**config.mk**
```make
export PLATFORM = sky130hd
export DESIGN_NAME = dsq_drive_seq
export DESIGN_NICKNAME = d
export VERILOG_FILES = /design/src/dsq_pkg.sv /design/src/dsq_out_filter.sv /design/src/dsq_drive_seq.sv
export VERILOG_INCLUDE_DIRS = /design/src
export SDC_FILE = /design/constraint.sdc
export NUM_CORES = 1
export LEC_CHECK = 0
export BUFFER_PORTS_ARGS = -buffer_cell sky130_fd_sc_hd__buf_2
export CORE_ASPECT_RATIO = 1.2
export CORE_UTILIZATION = 45
export DETAILED_ROUTE_END_ITERATION = 10
export GPL_ROUTABILITY_DRIVEN = 1
export GPL_TIMING_DRIVEN = 0
export PLACE_DENSITY = 0.62
export SLEW_MARGIN = 20
export SYNTH_ARGS = -nofsm -noshare
export SYNTH_HDL_FRONTEND = slang
export SYNTH_SLANG_ARGS = --single-unit
```
**constraint.sdc**
```tcl
create_clock -name clk -period 4.77 [get_ports clk]
set_input_delay 0.477 -clock clk [delete_from_list [all_inputs] [get_ports clk]]
set_output_delay 0.477 -clock clk [all_outputs]
set_load 0.01 [all_outputs]
```
**src/dsq_defines.svh**
```systemverilog
// constants for the drive sequencing block
`ifndef DSQ_DEFINES_SVH
`define DSQ_DEFINES_SVH

`define DSQ_CLK_MHZ 250
`define DSQ_TRIP_MS 15
`define DSQ_TRIP_CYC (`DSQ_TRIP_MS * 1000 * `DSQ_CLK_MHZ)
`define DSQ_SYNC_IDLE 16'h00C0

// register byte offsets
`define DSQ_A_CTRL 12'h000
`define DSQ_A_FSEL 12'h004
`define DSQ_A_INV 12'h008
`define DSQ_A_BOPEN 12'h00C
`define DSQ_A_FRDLY 12'h010
`define DSQ_A_DLY0 12'h014
`define DSQ_A_STAT 12'h024
`define DSQ_A_SFV 12'h028
`define DSQ_A_CLAMP 12'h02C

// ctrl register fields
`define DSQ_CTRL_BTYPE_LSB 0
`define DSQ_CTRL_FMODE_LSB 2
`define DSQ_CTRL_ESTOP_PB 4
`define DSQ_CTRL_OPTRUN 5

// brake types and field mode
`define DSQ_BT_HOLD 2'h1
`define DSQ_BT_OPER 2'h2
`define DSQ_FM_AUTO 2'h2

// output selector codes
`define DSQ_F_LOW 6'h00
`define DSQ_F_HIGH 6'h01
`define DSQ_F_SET 6'h02
`define DSQ_F_FAULT 6'h03
`define DSQ_F_RTSO 6'h04
`define DSQ_F_READY 6'h05
`define DSQ_F_RUN 6'h06
`define DSQ_F_AUX 6'h07
`define DSQ_F_SUPPLY 6'h08
`define DSQ_F_INHIB 6'h09
`define DSQ_F_ESTOP 6'h0A
`define DSQ_F_CHKB 6'h0B
`define DSQ_F_RAMP 6'h0C
`define DSQ_F_CCW 6'h0D
`define DSQ_F_BRAKE 6'h0E
`define DSQ_F_NX1 6'h10
`define DSQ_F_NMIN 6'h15

`define DSQ_ZERO32 32'h0000_0000
`endif

```
**src/dsq_pkg.sv**
```systemverilog
// types of the drive sequencing block
package dsq_pkg;
    typedef enum logic [3:0] {
        ST_IDLE, ST_BRAKEWAIT, ST_RUN, ST_STOPI, ST_OFF, ST_ESTOP
    } dsq_state_e;

    typedef struct packed {
        logic [5:0] nBelow;
        logic rampActive;
        logic ccw;
        logic currentZero;
        logic supply;
        logic auxOn;
        logic chkback;
        logic fault;
    } dsq_plant_s;

    typedef struct packed {
        logic ctrlEnable;
        logic setpointZero;
        logic pulseBlock;
        logic lineContactor;
        logic contactorTrip;
        logic fieldReduce;
        logic fieldClamp;
    } dsq_drive_s;
endpackage

```
**src/dsq_out_filter.sv**
```systemverilog
// one binary select output: decode, invert, stability delay
`timescale 1ns/100ps
`include "dsq_defines.svh"
module dsq_out_filter (
    input wire logic clk,
    input wire logic rst_b,
    input wire logic [5:0] funcSel,
    input wire logic invert,
    input wire logic [31:0] delayCyc,
    input wire logic [63:0] sources,
    output logic level
);
    logic rawLvl;
    logic [31:0] stableCnt_ff;
    logic lastRaw_ff;
    logic level_ff;

    assign rawLvl = sources[funcSel] ^ invert;

    always_ff @(posedge clk or negedge rst_b) begin
        if (!rst_b) begin
            lastRaw_ff <= 1'b0;
        end else begin
            lastRaw_ff <= rawLvl;
        end
    end

    always_ff @(posedge clk or negedge rst_b) begin
        if (!rst_b) begin
            stableCnt_ff <= `DSQ_ZERO32;
            level_ff <= 1'b0;
        end else if (rawLvl != lastRaw_ff) begin
            stableCnt_ff <= `DSQ_ZERO32;
        end else if (stableCnt_ff >= delayCyc) begin
            level_ff <= rawLvl;
        end else begin
            stableCnt_ff <= stableCnt_ff + 32'h0000_0001;
        end
    end

    assign level = level_ff;
endmodule

```
**src/dsq_drive_seq.sv**
```systemverilog
// drive sequencing: permission, brake, field, e-stop, select outputs
`timescale 1ns/100ps
`include "dsq_defines.svh"
// Functional notes
// - positive brake time: open brake, wait, then enable controllers
// - negative brake time: enable at once, open brake after it
// - permission loss: inhibit, zero setpoint, block pulses at zero current
// - operating brake closes after pulse block, then ready status or higher
// - holding brake closes only below minimum speed
// - all permission sources are ANDed
// - auto field mode: delay in off, then standstill field
// - switch-on cancels auto field reduction on leaving off
// - standstill field input level 1 reduces field immediately
// - standstill command ignored during optimization run
// - pushbutton mode latches e-stop until reset; switch mode direct
// - e-stop inhibits, zeroes setpoint, blocks pulses, closes operating brake
// - e-stop clamps field limit to past value until status o5 or lower
// - e-stop drops contactor, runs field delay, holding brake below minimum
// - e-stop acts as coast stop; contactor tripped 15 ms later
// - four select outputs, own selector each
// - each selected function optionally inverted
// - output changes only after level stable for its delay
// - codes 0 to 8: low, high, set, fault, status signals
// - codes 9 to 14: inhibit, estop, checkback, ramp, ccw, brake
// - codes 16 to 21 speed-below comparisons, 21 minimum speed
// - fault output low in fault status; status word bit inverted
// - brake output high opens, low closes
module dsq_drive_seq (
    input wire logic clk,
    input wire logic rst_b,
    input wire logic hsel,
    input wire logic [31:0] haddr,
    input wire logic [1:0] htrans,
    input wire logic hwrite,
    input wire logic [2:0] hsize,
    input wire logic [31:0] hwdata,
    input wire logic hready,
    output logic [31:0] hrdata,
    output logic hreadyout,
    output logic hresp,
    input wire logic [3:0] switchOnPins,
    input wire logic [3:0] operEnablePins,
    input wire logic estopSwitchPin,
    input wire logic estopStopNcPin,
    input wire logic estopResetNoPin,
    input wire logic standstill_field_input,
    input wire logic [3:0] setOutputPins,
    input wire dsq_pkg::dsq_plant_s plant,
    output dsq_pkg::dsq_drive_s drive,
    output logic brake_release_output,
    output logic [3:0] selectOut,
    output logic [15:0] drive_status_word
);
    ////////////////////////////////////////////////////////////////
    // pin synchronisers
    localparam int NSYNC = 16;
    logic [NSYNC-1:0] pinRaw, syncA_ff, syncB_ff;
    assign pinRaw = {switchOnPins, operEnablePins, estopSwitchPin, estopStopNcPin, estopResetNoPin,
                     standstill_field_input, setOutputPins};
    always_ff @(posedge clk or negedge rst_b) begin
        if (!rst_b) begin
            syncA_ff <= `DSQ_SYNC_IDLE;
            syncB_ff <= `DSQ_SYNC_IDLE;
        end else begin
            syncA_ff <= pinRaw;
            syncB_ff <= syncA_ff;
        end
    end
    logic [3:0] swOn, opEn, setOut;
    logic eSw, eStopNc, eResetNo, ssField;
    assign {swOn, opEn, eSw, eStopNc, eResetNo, ssField, setOut} = syncB_ff;

    ////////////////////////////////////////////////////////////////
    // AHB-Lite slave
    logic [31:0] ctrl_ff, fsel_ff, inv_ff, bopen_ff, frdly_ff, sfv_ff;
    logic [31:0] dly_ff [4];
    logic [31:0] clamp_ff;
    logic wrPend_ff, rdPend_ff;
    logic [11:0] addr_ff;
    logic [31:0] statusReg;
    logic accept;
    assign accept = hsel & hready & htrans[1];
    assign hreadyout = 1'b1;
    assign hresp = 1'b0;

    always_ff @(posedge clk or negedge rst_b) begin
        if (!rst_b) begin
            wrPend_ff <= 1'b0;
            rdPend_ff <= 1'b0;
            addr_ff <= 12'h000;
        end else begin
            wrPend_ff <= accept & hwrite;
            rdPend_ff <= accept & ~hwrite;
            addr_ff <= haddr[11:0];
        end
    end

    always_ff @(posedge clk or negedge rst_b) begin
        if (!rst_b) begin
            ctrl_ff <= {28'h000_0000, `DSQ_FM_AUTO, `DSQ_BT_HOLD};
            fsel_ff <= {2'h0, `DSQ_F_SET, 2'h0, `DSQ_F_SET, 2'h0, `DSQ_F_SET, 2'h0, `DSQ_F_FAULT};
            inv_ff <= `DSQ_ZERO32;
            bopen_ff <= `DSQ_ZERO32;
            frdly_ff <= `DSQ_ZERO32;
            sfv_ff <= `DSQ_ZERO32;
            for (int i = 0; i < 4; i++) begin
                dly_ff[i] <= `DSQ_ZERO32;
            end
        end else if (wrPend_ff) begin
            case (addr_ff)
                `DSQ_A_CTRL: ctrl_ff <= hwdata;
                `DSQ_A_FSEL: fsel_ff <= hwdata;
                `DSQ_A_INV: inv_ff <= hwdata;
                `DSQ_A_BOPEN: bopen_ff <= hwdata;
                `DSQ_A_FRDLY: frdly_ff <= hwdata;
                `DSQ_A_SFV: sfv_ff <= hwdata;
                default: begin
                    for (int i = 0; i < 4; i++) begin
                        if (addr_ff == `DSQ_A_DLY0 + 12'(4 * i)) begin
                            dly_ff[i] <= hwdata;
                        end
                    end
                end
            endcase
        end
    end

    logic [31:0] nxt_hrdata;
    always_comb begin
        nxt_hrdata = `DSQ_ZERO32;
        case (addr_ff)
            `DSQ_A_CTRL: nxt_hrdata = ctrl_ff;
            `DSQ_A_FSEL: nxt_hrdata = fsel_ff;
            `DSQ_A_INV: nxt_hrdata = inv_ff;
            `DSQ_A_BOPEN: nxt_hrdata = bopen_ff;
            `DSQ_A_FRDLY: nxt_hrdata = frdly_ff;
            `DSQ_A_STAT: nxt_hrdata = statusReg;
            `DSQ_A_SFV: nxt_hrdata = sfv_ff;
            `DSQ_A_CLAMP: nxt_hrdata = clamp_ff;
            default: begin
                for (int i = 0; i < 4; i++) begin
                    if (addr_ff == `DSQ_A_DLY0 + 12'(4 * i)) begin
                        nxt_hrdata = dly_ff[i];
                    end
                end
            end
        endcase
    end
    // zero-wait read data, data phase only
    assign hrdata = rdPend_ff ? nxt_hrdata : `DSQ_ZERO32;

    logic [1:0] brakeType, fieldMode;
    logic pbMode, optRun;
    assign brakeType = ctrl_ff[`DSQ_CTRL_BTYPE_LSB +: 2];
    assign fieldMode = ctrl_ff[`DSQ_CTRL_FMODE_LSB +: 2];
    assign pbMode = ctrl_ff[`DSQ_CTRL_ESTOP_PB];
    assign optRun = ctrl_ff[`DSQ_CTRL_OPTRUN];

    ////////////////////////////////////////////////////////////////
    // permission and e-stop
    logic switchOn, operEnable, estopLatch_ff, estop;
    assign switchOn = &swOn;
    assign operEnable = &opEn;

    // pushbutton latch; stop wins over reset
    always_ff @(posedge clk or negedge rst_b) begin
        if (!rst_b) begin
            estopLatch_ff <= 1'b0;
        end else if (!eStopNc) begin
            estopLatch_ff <= 1'b1;
        end else if (eResetNo) begin
            estopLatch_ff <= 1'b0;
        end
    end
    assign estop = pbMode ? estopLatch_ff : ~eSw;

    ////////////////////////////////////////////////////////////////
    // sequence state machine
    dsq_pkg::dsq_state_e state_ff;
    logic [31:0] timer_ff, absOpen;
    logic bopenNeg, brakeOpen_ff, nMin, nMinSeen_ff;
    assign bopenNeg = bopen_ff[31];
    assign absOpen = bopenNeg ? (~bopen_ff + 32'h0000_0001) : bopen_ff;
    assign nMin = plant.nBelow[5];

    always_ff @(posedge clk or negedge rst_b) begin
        if (!rst_b) begin
            state_ff <= dsq_pkg::ST_OFF;
            timer_ff <= `DSQ_ZERO32;
        end else begin
            timer_ff <= timer_ff + 32'h0000_0001;
            case (state_ff)
                dsq_pkg::ST_OFF: begin
                    if (estop) begin
                        state_ff <= dsq_pkg::ST_ESTOP;
                    end else if (switchOn) begin
                        state_ff <= dsq_pkg::ST_IDLE;
                    end
                end
                dsq_pkg::ST_IDLE: begin
                    timer_ff <= `DSQ_ZERO32;
                    if (estop) begin
                        state_ff <= dsq_pkg::ST_STOPI;
                    end else if (!switchOn) begin
                        state_ff <= dsq_pkg::ST_OFF;
                    end else if (operEnable) begin
                        state_ff <= bopenNeg ? dsq_pkg::ST_RUN : dsq_pkg::ST_BRAKEWAIT;
                    end
                end
                dsq_pkg::ST_BRAKEWAIT: begin
                    if (!operEnable || estop || !switchOn) begin
                        state_ff <= dsq_pkg::ST_STOPI;
                    end else if (timer_ff >= absOpen) begin
                        state_ff <= dsq_pkg::ST_RUN;
                        timer_ff <= `DSQ_ZERO32;
                    end
                end
                dsq_pkg::ST_RUN: begin
                    if (!operEnable || estop || !switchOn) begin
                        state_ff <= dsq_pkg::ST_STOPI;
                    end
                end
                dsq_pkg::ST_STOPI: begin
                    timer_ff <= `DSQ_ZERO32;
                    if (plant.currentZero) begin
                        state_ff <= estop ? dsq_pkg::ST_ESTOP : (switchOn ? dsq_pkg::ST_IDLE : dsq_pkg::ST_OFF);
                    end
                end
                dsq_pkg::ST_ESTOP: begin
                    if (!estop) begin
                        state_ff <= dsq_pkg::ST_OFF;
                    end
                end
                default: state_ff <= dsq_pkg::ST_OFF;
            endcase
        end
    end

    // holding brake interlock after first standstill
    always_ff @(posedge clk or negedge rst_b) begin
        if (!rst_b) begin
            nMinSeen_ff <= 1'b0;
        end else if (state_ff == dsq_pkg::ST_RUN || state_ff == dsq_pkg::ST_BRAKEWAIT) begin
            nMinSeen_ff <= 1'b0;
        end else if (nMin) begin
            nMinSeen_ff <= 1'b1;
        end
    end

    always_ff @(posedge clk or negedge rst_b) begin
        if (!rst_b) begin
            brakeOpen_ff <= 1'b0;
        end else begin
            case (state_ff)
                dsq_pkg::ST_BRAKEWAIT: brakeOpen_ff <= 1'b1;
                dsq_pkg::ST_RUN: brakeOpen_ff <= brakeOpen_ff | ~bopenNeg | (timer_ff >= absOpen);
                default: begin
                    if (brakeType == `DSQ_BT_OPER && state_ff != dsq_pkg::ST_STOPI) begin
                        brakeOpen_ff <= 1'b0;
                    end else if (brakeType != `DSQ_BT_OPER && (nMin || nMinSeen_ff)) begin
                        brakeOpen_ff <= 1'b0;
                    end
                end
            endcase
        end
    end
    // e-stop uses the same brake path
    assign brake_release_output = brakeOpen_ff;

    ////////////////////////////////////////////////////////////////
    // field reduction, clamp and contactor trip
    logic [31:0] frTimer_ff, tripTimer_ff;
    logic autoReduce_ff, clamp_q, trip_ff, offStatus;
    assign offStatus = (state_ff == dsq_pkg::ST_OFF) || (state_ff == dsq_pkg::ST_ESTOP);

    // delay then reduce; cancelled on leaving off
    always_ff @(posedge clk or negedge rst_b) begin
        if (!rst_b) begin
            frTimer_ff <= `DSQ_ZERO32;
            autoReduce_ff <= 1'b0;
        end else if (!offStatus || fieldMode != `DSQ_FM_AUTO) begin
            frTimer_ff <= `DSQ_ZERO32;
            autoReduce_ff <= 1'b0;
        // field delay also runs after e-stop
        end else if (frTimer_ff >= frdly_ff) begin
            autoReduce_ff <= 1'b1;
        end else begin
            frTimer_ff <= frTimer_ff + 32'h0000_0001;
        end
    end

    // clamp latched on e-stop, released in idle or off
    always_ff @(posedge clk or negedge rst_b) begin
        if (!rst_b) begin
            clamp_q <= 1'b0;
        end else if (estop) begin
            clamp_q <= 1'b1;
        end else if (state_ff == dsq_pkg::ST_IDLE || state_ff == dsq_pkg::ST_OFF) begin
            clamp_q <= 1'b0;
        end
    end
    always_ff @(posedge clk or negedge rst_b) begin
        if (!rst_b) begin
            clamp_ff <= `DSQ_ZERO32;
        end else if (estop && !clamp_q) begin
            clamp_ff <= sfv_ff;
        end
    end

    always_ff @(posedge clk or negedge rst_b) begin
        if (!rst_b) begin
            tripTimer_ff <= `DSQ_ZERO32;
            trip_ff <= 1'b0;
        end else if (!estop) begin
            tripTimer_ff <= `DSQ_ZERO32;
            trip_ff <= 1'b0;
        end else if (tripTimer_ff >= 32'(`DSQ_TRIP_CYC)) begin
            trip_ff <= 1'b1;
        end else begin
            tripTimer_ff <= tripTimer_ff + 32'h0000_0001;
        end
    end

    always_comb begin
        drive.ctrlEnable = state_ff == dsq_pkg::ST_RUN;
        drive.setpointZero = state_ff != dsq_pkg::ST_RUN;
        drive.pulseBlock = state_ff != dsq_pkg::ST_RUN && state_ff != dsq_pkg::ST_STOPI;
        drive.lineContactor = !offStatus && !estop;
        drive.contactorTrip = trip_ff;
        drive.fieldReduce = autoReduce_ff | (ssField & ~optRun);
        drive.fieldClamp = clamp_q;
    end

    ////////////////////////////////////////////////////////////////
    // select outputs
    logic [63:0] sources;
    logic faultOk;
    assign faultOk = ~plant.fault;
    always_comb begin
        sources = 64'h0000_0000_0000_0000;
        sources[`DSQ_F_HIGH] = 1'b1;
        sources[`DSQ_F_FAULT] = faultOk;
        sources[`DSQ_F_RTSO] = state_ff == dsq_pkg::ST_OFF;
        sources[`DSQ_F_READY] = state_ff == dsq_pkg::ST_IDLE || state_ff == dsq_pkg::ST_BRAKEWAIT;
        sources[`DSQ_F_RUN] = state_ff == dsq_pkg::ST_RUN;
        sources[`DSQ_F_AUX] = plant.auxOn;
        sources[`DSQ_F_SUPPLY] = plant.supply;
        sources[`DSQ_F_INHIB] = ~estop;
        sources[`DSQ_F_ESTOP] = ~estop;
        sources[`DSQ_F_CHKB] = ~plant.chkback;
        sources[`DSQ_F_RAMP] = plant.rampActive;
        sources[`DSQ_F_CCW] = plant.ccw;
        sources[`DSQ_F_BRAKE] = brakeOpen_ff;
        sources[`DSQ_F_NMIN:`DSQ_F_NX1] = plant.nBelow;
    end

    genvar g;
    generate
        for (g = 0; g < 4; g++) begin : gOut
            logic [63:0] srcG;
            always_comb begin
                srcG = sources;
                srcG[`DSQ_F_SET] = setOut[g];
            end
            dsq_out_filter uFilt (
                .clk(clk),
                .rst_b(rst_b),
                .funcSel(fsel_ff[8*g +: 6]),
                .invert(inv_ff[g]),
                .delayCyc(dly_ff[g]),
                .sources(srcG),
                .level(selectOut[g])
            );
        end
    endgenerate

    assign drive_status_word = {12'h000, ~faultOk, 3'h0};
    assign statusReg = {16'h0000, 4'(state_ff), estop, clamp_q, trip_ff, brakeOpen_ff, 4'h0, selectOut};
endmodule

```
## Yosys cells after proc, flatten, opt, wreduce, memory -nomap -nowiden

Cells that the tools add are included.

| cells by class | value |
|---|---|
| $add $sub $neg | 8 |
| magnitude comparators | 11 |
| equality and inequality tests | 39 |
| multiplexer cells | 58 |
| bitwise gates (word level) | 25 |
| reductions and logical operators | 43 |

Operators by type and width:

| operator | count |
|---|---|
| 2-to-1 mux 32 bit | 20 |
| adder 32 x 1 -> 32 bit, second input constant | 8 |
| one-hot mux 32 bit (8 select lines) | 1 |
| greater-or-equal comparator 32 bit | 6 |
| one-hot mux 32 bit (2 select lines) | 1 |
| equality test 12 x 5 -> 1 bit, second input constant | 4 |
| equality test 12 x 6 -> 1 bit, second input constant | 4 |
| 2-to-1 mux 4 bit | 10 |
| greater-or-equal comparator 32 x 22 -> 1 bit, second input constant | 1 |
| inverter 32 bit | 1 |
| less-than comparator 6 x 7 -> 1 bit, second input constant | 4 |
| binary-select mux 1 bit (select 6 bit) | 4 |
| equality test 12 x 4 -> 1 bit, second input constant | 2 |
| one-hot mux 4 bit (6 select lines) | 1 |
| AND reduction 2 bit | 10 |
| 2-to-1 mux 1 bit | 17 |
| inequality test 2 bit, second input constant | 8 |
| equality test 12 x 3 -> 1 bit, second input constant | 1 |
| zero test 12 bit | 1 |
| inverter 1 bit | 12 |
| AND reduction 3 bit | 4 |
| inequality test 2 x 1 -> 1 bit, second input constant | 5 |
| equality test 4 x 2 -> 1 bit, second input constant | 2 |
| equality test 4 x 3 -> 1 bit, second input constant | 2 |
| 22 further kinds | 55 |

| storage, ports and cells | value |
|---|---|
| flip-flop bits (word level) | 640 |
| output and inout bits | 62 |
| word-level logic and storage cells | 222 |

## Depth between registers and ports, before layout

| depth | value |
|---|---|
| word-level depth | 9 |
| mapped depth | 20 |

## By module

From an unflattened synthesis, not the netlist that was laid out.

| second synthesis, totals | value |
|---|---|
| cells, all modules | 3416 |
| area total of the unflattened synthesis | 37109.3 um^2 |

By module, submodules not included:

| module | times used | cells an instance | area an instance (um^2) |
|---|---|---|---|
| dsq_drive_seq | 1 | 2023 | 24154.4 |
| dsq_out_filter (gOut[0].uFilt ...) | 3 | 348 | 3258.1 |
| dsq_out_filter (gOut[3].uFilt) | 1 | 349 | 3180.6 |

## Least setup slack after synthesis

OpenSTA, ideal clock, no wires.

| path | value |
|---|---|
| kind | reg-to-reg |
| from | register bopen_ff[7] |
| to | register timer_ff[14] |
| setup time | 136 ps |
| arrival time | 4277 ps |
| data required time | 4634 ps |
| slack | 357 ps |
| cell stages (with the launch flop) | 16 |
| buffers on the path | 1 |
| period minus slack after synthesis | 4413 ps |
| cells stage by stage | dfrtp_1 > or4_4 > nor3_4 > nand3_2 > or4_4 > nand2b_4 > or3_4 > or4_4 > ha_1 > nand4_1 > nor2_1 > nand2_1 > o21ai_0 > nor3b_1 > clkbuf_1 > nor3_1 |

| between the ends | value |
|---|---|
| longest elaborated chain between the ends | 7 |

RTL lines:

| what | line | RTL |
|---|---|---|
| start: declaration | dsq_drive_seq.sv:75 | `logic [31:0] ctrl_ff, fsel_ff, inv_ff, bopen_ff, frdly_ff, sfv_ff;` |
| start signal: assignment | dsq_drive_seq.sv:103 | `` bopen_ff <= `DSQ_ZERO32; `` |
| start signal: assignment | dsq_drive_seq.sv:114 | `` `DSQ_A_BOPEN: bopen_ff <= hwdata; `` |
| inverter 32 bit | dsq_drive_seq.sv:183 | `assign absOpen = bopenNeg ? (~bopen_ff + 32'h0000_0001) : bopen_ff;` |
| adder 32 x 1 -> 32 bit | dsq_drive_seq.sv:183 |  |
| 2-to-1 mux 32 bit * | dsq_drive_seq.sv:183 |  |
| greater-or-equal comparator 32 bit * | dsq_drive_seq.sv:213 | `end else if (timer_ff >= absOpen) begin` |
| 2-to-1 mux 32 bit * | dsq_drive_seq.sv:213 |  |
| 2-to-1 mux 32 bit * | dsq_drive_seq.sv:211 | `if (!operEnable \|\| estop \|\| !switchOn) begin` |
| one-hot mux 32 bit (2 select lines) * | dsq_drive_seq.sv:192 | `case (state_ff)` |
| end signal: assignment | dsq_drive_seq.sv:189 | `` timer_ff <= `DSQ_ZERO32; `` |
| end signal: assignment | dsq_drive_seq.sv:191 | `timer_ff <= timer_ff + 32'h0000_0001;` |
| end signal: assignment | dsq_drive_seq.sv:215 | `` timer_ff <= `DSQ_ZERO32; `` |
| end: declaration | dsq_drive_seq.sv:180 | `logic [31:0] timer_ff, absOpen;` |

Every way passes the cells marked *; elsewhere a longest branch is shown, timed or not.
A chain may end at the register's enable or synchronous reset.

## Worst setup path in the final report

| path | value |
|---|---|
| from | register addr_ff[2] |
| to | output port hrdata[10] |

| between the ends | value |
|---|---|
| longest elaborated chain between the ends | 7 |
| elaborated cells on any way between the ends | 18 |
| those cells by class | 11 x eq/ne; 6 x mux; 1 x reduce/logical |

RTL lines:

| what | line | RTL |
|---|---|---|
| start: declaration | dsq_drive_seq.sv:79 | `logic [11:0] addr_ff;` |
| start signal: assignment | dsq_drive_seq.sv:94 | `addr_ff <= haddr[11:0];` |
| equality test 12 x 5 -> 1 bit | dsq_drive_seq.sv:142 | `` if (addr_ff == `DSQ_A_DLY0 + 12'(4 * i)) begin `` |
| 2-to-1 mux 32 bit (4 in a row) | dsq_drive_seq.sv:142 |  |
| one-hot mux 32 bit (8 select lines) * | dsq_drive_seq.sv:131 | `case (addr_ff)` |
| 2-to-1 mux 32 bit (no source line) * | - |  |
| end: declaration | dsq_drive_seq.sv:38 | `output logic [31:0] hrdata,` |

Marked as above.

==> results summary <==
The run finished with clean final reports. The count of cells along the worst register-to-register path came out at 16. The height of the die is between 300 and 400 um. The initial antenna violation count came to 6. The worst register-to-register path begins at bopen_ff[7]. Entering global routing, the biggest net connects 96 pins. Compared with the post-synthesis result, the final layout area differs by 14.4%. The worst hold path class is input port to flip-flop. The post-DP HPWL came out at 79,800 um. The share of final-layout standard cells stronger than drive strength 1 is around a fifth.

The total congestion overflow came out at 0. The combined area of all synthesized cells came out at 34,900 um2. STA classifies the critical path startpoint as a flip-flop. The arrival time of the worst setup path came out at between 4000 and 5000 ps. The actual transition at the worst max-transition pin is approximately 1200 ps. The cell area power density is 335 nW/um2. The sequential group share of total power came out at 45.7%. The setup path with the least slack is of type flip-flop to output pin. The aggregate routed wire length is ~110,000 um. The global-route wire length before repair came out at about 160,000 um. The flip-flop and latch count after synthesis came out at roughly 640.

The slack of the worst reg-to-reg path is around 130 ps. The minimum clock period came out at 4710 ps. The die is 256 um wide. The critical path goes through clkbuf_1 > nand2_1 > nor2_2 > clkbuf_1 > a221oi_1 > a211oi_1 > buf_2. For this run, the slowest stage of the critical path takes just under 600 ps. The total DRC errors in the routed layout is 0.

The clock edge transition at the registers on the reported setup and hold paths came out at approximately 60 ps. The average wire per cell in the routed design came out at around 23 um. The startpoint identified for the worst hold timing path is hready. The total number of placement rows came out at approximately 110.

After detailed placement, the total cell area comes to 37,000 um2. The overall routing resource usage is between 20 and 30%. The count of buffers added on input and output ports is 91.

The share of synthesized area occupied by flip-flops and latches is roughly 46%. The terminating pin of the worst hold path is rdPend_ff. For this configuration, the core starts out at a cell density of roughly 46%. The first-pass iteration count of the detailed router is 9. The combinational share of power came out at between 10 and 15%. The reg-to-reg endpoint is timer_ff[31]. The worst clock skew is between 30 and 40 ps. The routed via count divided by cell count is roughly 6. The number of ports placed on the die boundary came out at approximately 170. The number of buffer and inverter instances along the worst setup path came out at 3.

The unique cell type count in the Yosys netlist came out at between 70 and 80. The largest fanout on the critical path came out at 10. The sum of internal, switching and leakage power is around 13 mW.

In this design, the largest share of critical-path delay is due to buffers and inverters. The post-synthesis async set-or-reset flop share came out at between 90% and 100%. The worst-case setup slack after placement is -745 ps. The peak supply drop is 0.302 mV.

The die outline area came out at ~79,000 um2. No sink is reached through more buffers than the 3 on the longest clock path. The root buffer cell chosen for the clock tree is sky130_fd_sc_hd__clkbuf_16.

The total internal power came out at about 9.7 mW. CTS built an H-tree with a depth of 3. The TritonCTS buffer count came out at 70.

Counting instances, the worst hold path has a depth of 3. The final number of max-transition violations is 0. Summed over all failing endpoints, the final setup total negative slack is 0 ps. The portion of the clock cycle consumed by the worst path in the final layout is 98.7%. The final cell area excluding filler cells is ~40,000 um2. The number of nets still failing antenna checks after routing is 0. The post-route core utilization is 52.2%. The worst-case setup margin in the final layout is 63.2 ps.

The most used flip-flop cell after synthesis is sky130_fd_sc_hd__dfrtp_1. The number of hold-slack violations in the final timing report was 0. The sequential cell area is 16,000 um2.

The number of instances in the synthesized netlist is 3,321. The worst setup path is captured at an output pin. By instance count, the cell type seen most on the critical path is sky130_fd_sc_hd__clkbuf_1. The initial DRC count is roughly 2,400. The switching component of the power came out at approximately 3.7 mW. In this run switching power makes up between 20% and 30% of total power. The final layout contains just under 4,000 nets. STA puts the critical path data required time at roughly 4300 ps. The number of filler cells placed in the layout is roughly 7,000. The via count of the first global-routing pass was between 20,000 and 30,000. The cell with the largest stage delay on the worst path is sky130_fd_sc_hd__clkbuf_1. The setup-violating endpoint count in the final report came out at 0. The highest attainable clock frequency came out at between 200 and 250 MHz. The number of max-cap violations is 0. The number of warning messages in the yosys log came out at 0.

The area of the core region came out at approximately 77,000 um2. The average size of a mapped cell is roughly 11 um2. TritonCTS built the clock tree. The power share of the clock group came out at 41.5%. The via total after detailed routing is roughly 27,000.

The congestion estimate from routability-driven global placement came to about 0.93. The clock insertion delay at the later pin of the skew report is 650 ps. The standby leakage power is around 18 nW.

The area of the multi-input gates came out at roughly 18,000 um2. The number of synthesized flops with an enable pin came out at 0. The number of sinks handled by clock tree synthesis is about 640. The worst pin sits at a relative slew slack of approximately a fifth.
[per-layer routing]
| layer | track usage, % | routed length [um] | up-vias |
|---|---|---|---|
| li1 | - | - | 12521 |
| met4 | 11.0 | 3960 | 8 |
| met3 | 4.50 | 7120 | 192 |
| met2 | 43.2 | 49400 | 853 |
| met5 | 0 | 49 | - |
| met1 | 37.2 | 46700 | 13621 |
[cells by family after synthesis]
family                     Yosys count  synth area share [%]
muxes                              399                  12.8
xor gates and xnor gates           175                  4.39
DFF                                639                  45.8
and+or+nand+nor                    885                  12.9
AOI/OAI and AO/OA                  592                  11.9
adders and majority gates          201                  7.20
other                                2                0.0215
buffers and inverters              428                  4.92
[synth_stat cells, types with 10 or more instances]
master,number,area (um2)
sky130_fd_sc_hd__dfrtp_1,627,15700
sky130_fd_sc_hd__mux2_2,354,3990
sky130_fd_sc_hd__nor2_1,224,841
sky130_fd_sc_hd__inv_1,212,796
sky130_fd_sc_hd__ha_1,201,2510
sky130_fd_sc_hd__nand2_1,176,661
sky130_fd_sc_hd__a21oi_1,131,656
sky130_fd_sc_hd__o21ai_0,116,581
sky130_fd_sc_hd__clkbuf_1,105,394
sky130_fd_sc_hd__xor2_1,97,850
sky130_fd_sc_hd__nand3_1,89,445
sky130_fd_sc_hd__nand4_1,82,513
sky130_fd_sc_hd__xnor2_1,78,683
sky130_fd_sc_hd__buf_1,76,285
sky130_fd_sc_hd__a221oi_1,75,657
sky130_fd_sc_hd__nor3_1,67,335
sky130_fd_sc_hd__or3_1,52,325
sky130_fd_sc_hd__a211oi_1,46,345
sky130_fd_sc_hd__and3_1,45,282
sky130_fd_sc_hd__a221o_1,43,430
sky130_fd_sc_hd__mux2i_1,41,410
sky130_fd_sc_hd__a21o_1,35,263
sky130_fd_sc_hd__nor4_1,33,206
sky130_fd_sc_hd__buf_4,25,188
sky130_fd_sc_hd__o31ai_1,23,173
sky130_fd_sc_hd__a222oi_1,21,210
sky130_fd_sc_hd__a31oi_1,19,119
sky130_fd_sc_hd__or4_1,18,135
sky130_fd_sc_hd__and2_1,17,106
sky130_fd_sc_hd__nand2b_1,17,106
sky130_fd_sc_hd__and4_1,16,140
sky130_fd_sc_hd__nor2b_1,14,87.6
sky130_fd_sc_hd__a22o_1,12,105
sky130_fd_sc_hd__dfstp_2,12,315
sky130_fd_sc_hd__nor3b_1,10,75.1
[layout make-up]
cell class / count / share of cell area [%]
Clock buffer: 103 / 5.20
Inverter: 212 / 1.99
Multi-Input combinational cell: 2269 / 43.9
Sequential cell: 639 / 40.0
Clock inverter: 19 / 0.563
Timing Repair Buffer: 142 / 2.70
Antenna cell: 3 / 0.0188
Buffer: 216 / 2.41
Tap cell: 1017 / 3.18
[through the flow]
stage / hold slack, ps / std cells
6_report: 99.7 / 4620
5_1_grt: 120 / 4618
4_1_cts: 74.8 / 4605
3_5_place_dp: 336 / 4453
3_3_place_gp: 334 / 4444
2_1_floorplan: 181 / 3336
[worst reg2reg max path: stages, from the launching register on]
cell                       delay [ps]
sky130_fd_sc_hd__dfrtp_2          420
sky130_fd_sc_hd__or4_4            570
sky130_fd_sc_hd__nor3_4           240
sky130_fd_sc_hd__nand3_2          120
sky130_fd_sc_hd__or4_4            440
sky130_fd_sc_hd__nand2b_4         170
sky130_fd_sc_hd__or3_4            380
sky130_fd_sc_hd__or4_4            500
sky130_fd_sc_hd__ha_4             290
sky130_fd_sc_hd__nand4_1          130
sky130_fd_sc_hd__nor2_2           190
sky130_fd_sc_hd__nand2_2          100
sky130_fd_sc_hd__o21ai_4          220
sky130_fd_sc_hd__nor3b_4          350
sky130_fd_sc_hd__buf_6            160
sky130_fd_sc_hd__buf_12           130
sky130_fd_sc_hd__nor3_1            60
[layout by cell type, fill, tap and decap left out, drive strengths merged, types with 14 or more instances in the layout]
| master | instances |
|---|---|
| o21ai | 116 |
| nor4 | 35 |
| or3 | 53 |
| a222oi | 21 |
| conb | 17 |
| and3 | 45 |
| a31oi | 19 |
| a221oi | 75 |
| dlygate4sd3 | 30 |
| o31ai | 24 |
| inv | 215 |
| a21o | 35 |
| xor2 | 97 |
| mux2i | 41 |
| or4 | 21 |
| a211oi | 46 |
| nand3 | 90 |
| buf | 222 |
| a21oi | 131 |
| and4 | 16 |
| a221o | 43 |
| dfrtp | 627 |
| xnor2 | 78 |
| nor2 | 224 |
| nor3 | 68 |
| nand2 | 176 |
| and2 | 17 |
| ha | 201 |
| nand2b | 18 |
| nand4 | 82 |
| mux2 | 354 |
| nor2b | 14 |
| clkbuf | 209 |
[power by group through the flow]
stage	clock network [mW]	logic [mW]	registers, mW
6_report	5.56	1.72	6.13
5_1_grt	5.85	1.89	6.18
4_1_cts	5.65	1.70	6.12
3_5_place_dp	0	1.67	6.22
3_3_place_gp	0	1.61	6.21
2_1_floorplan	0	1.08	6.09
[flip-flops by register name, summed over array words and instances, names as in the netlist, 12 cells and up]
| signal | flops |
|---|---|
| syncA_ff | 16 |
| timer_ff | 32 |
| syncB_ff | 16 |
| ctrl_ff | 32 |
| bopen_ff | 32 |
| frdly_ff | 32 |
| addr_ff | 12 |
| frTimer_ff | 32 |
| gOut.uFilt.stableCnt_ff | 128 |
| inv_ff | 32 |
| sfv_ff | 32 |
| fsel_ff | 32 |
| clamp_ff | 32 |
| dly_ff | 128 |
| tripTimer_ff | 32 |
[timing repair]
action	4_1_cts	5_1_grt
endpoints found under the setup margin	63	58
gates cloned	0	1
hold endpoints to repair	93	0
pin swaps	0	9
hold buffers	30	0
gates resized for setup	25	64
setup buffers	0	11
[worst max-delay path by stage]
stage                      startpoint                             to  slack, ps  depth (start not counted)
after floorplan           bopen_ff[7]                   timer_ff[14]        360                         15
after global placement          rst_b  gOut[3].uFilt.stableCnt_ff[9]     -10710                          1
after detailed placement  bopen_ff[9]                    timer_ff[0]       -750                         15
after CTS                 bopen_ff[9]                   timer_ff[13]          2                         18
after global routing      bopen_ff[7]                   timer_ff[26]        -50                         15
final                      addr_ff[2]                     hrdata[10]         60                          7
Power figures use the tool's default switching activity.
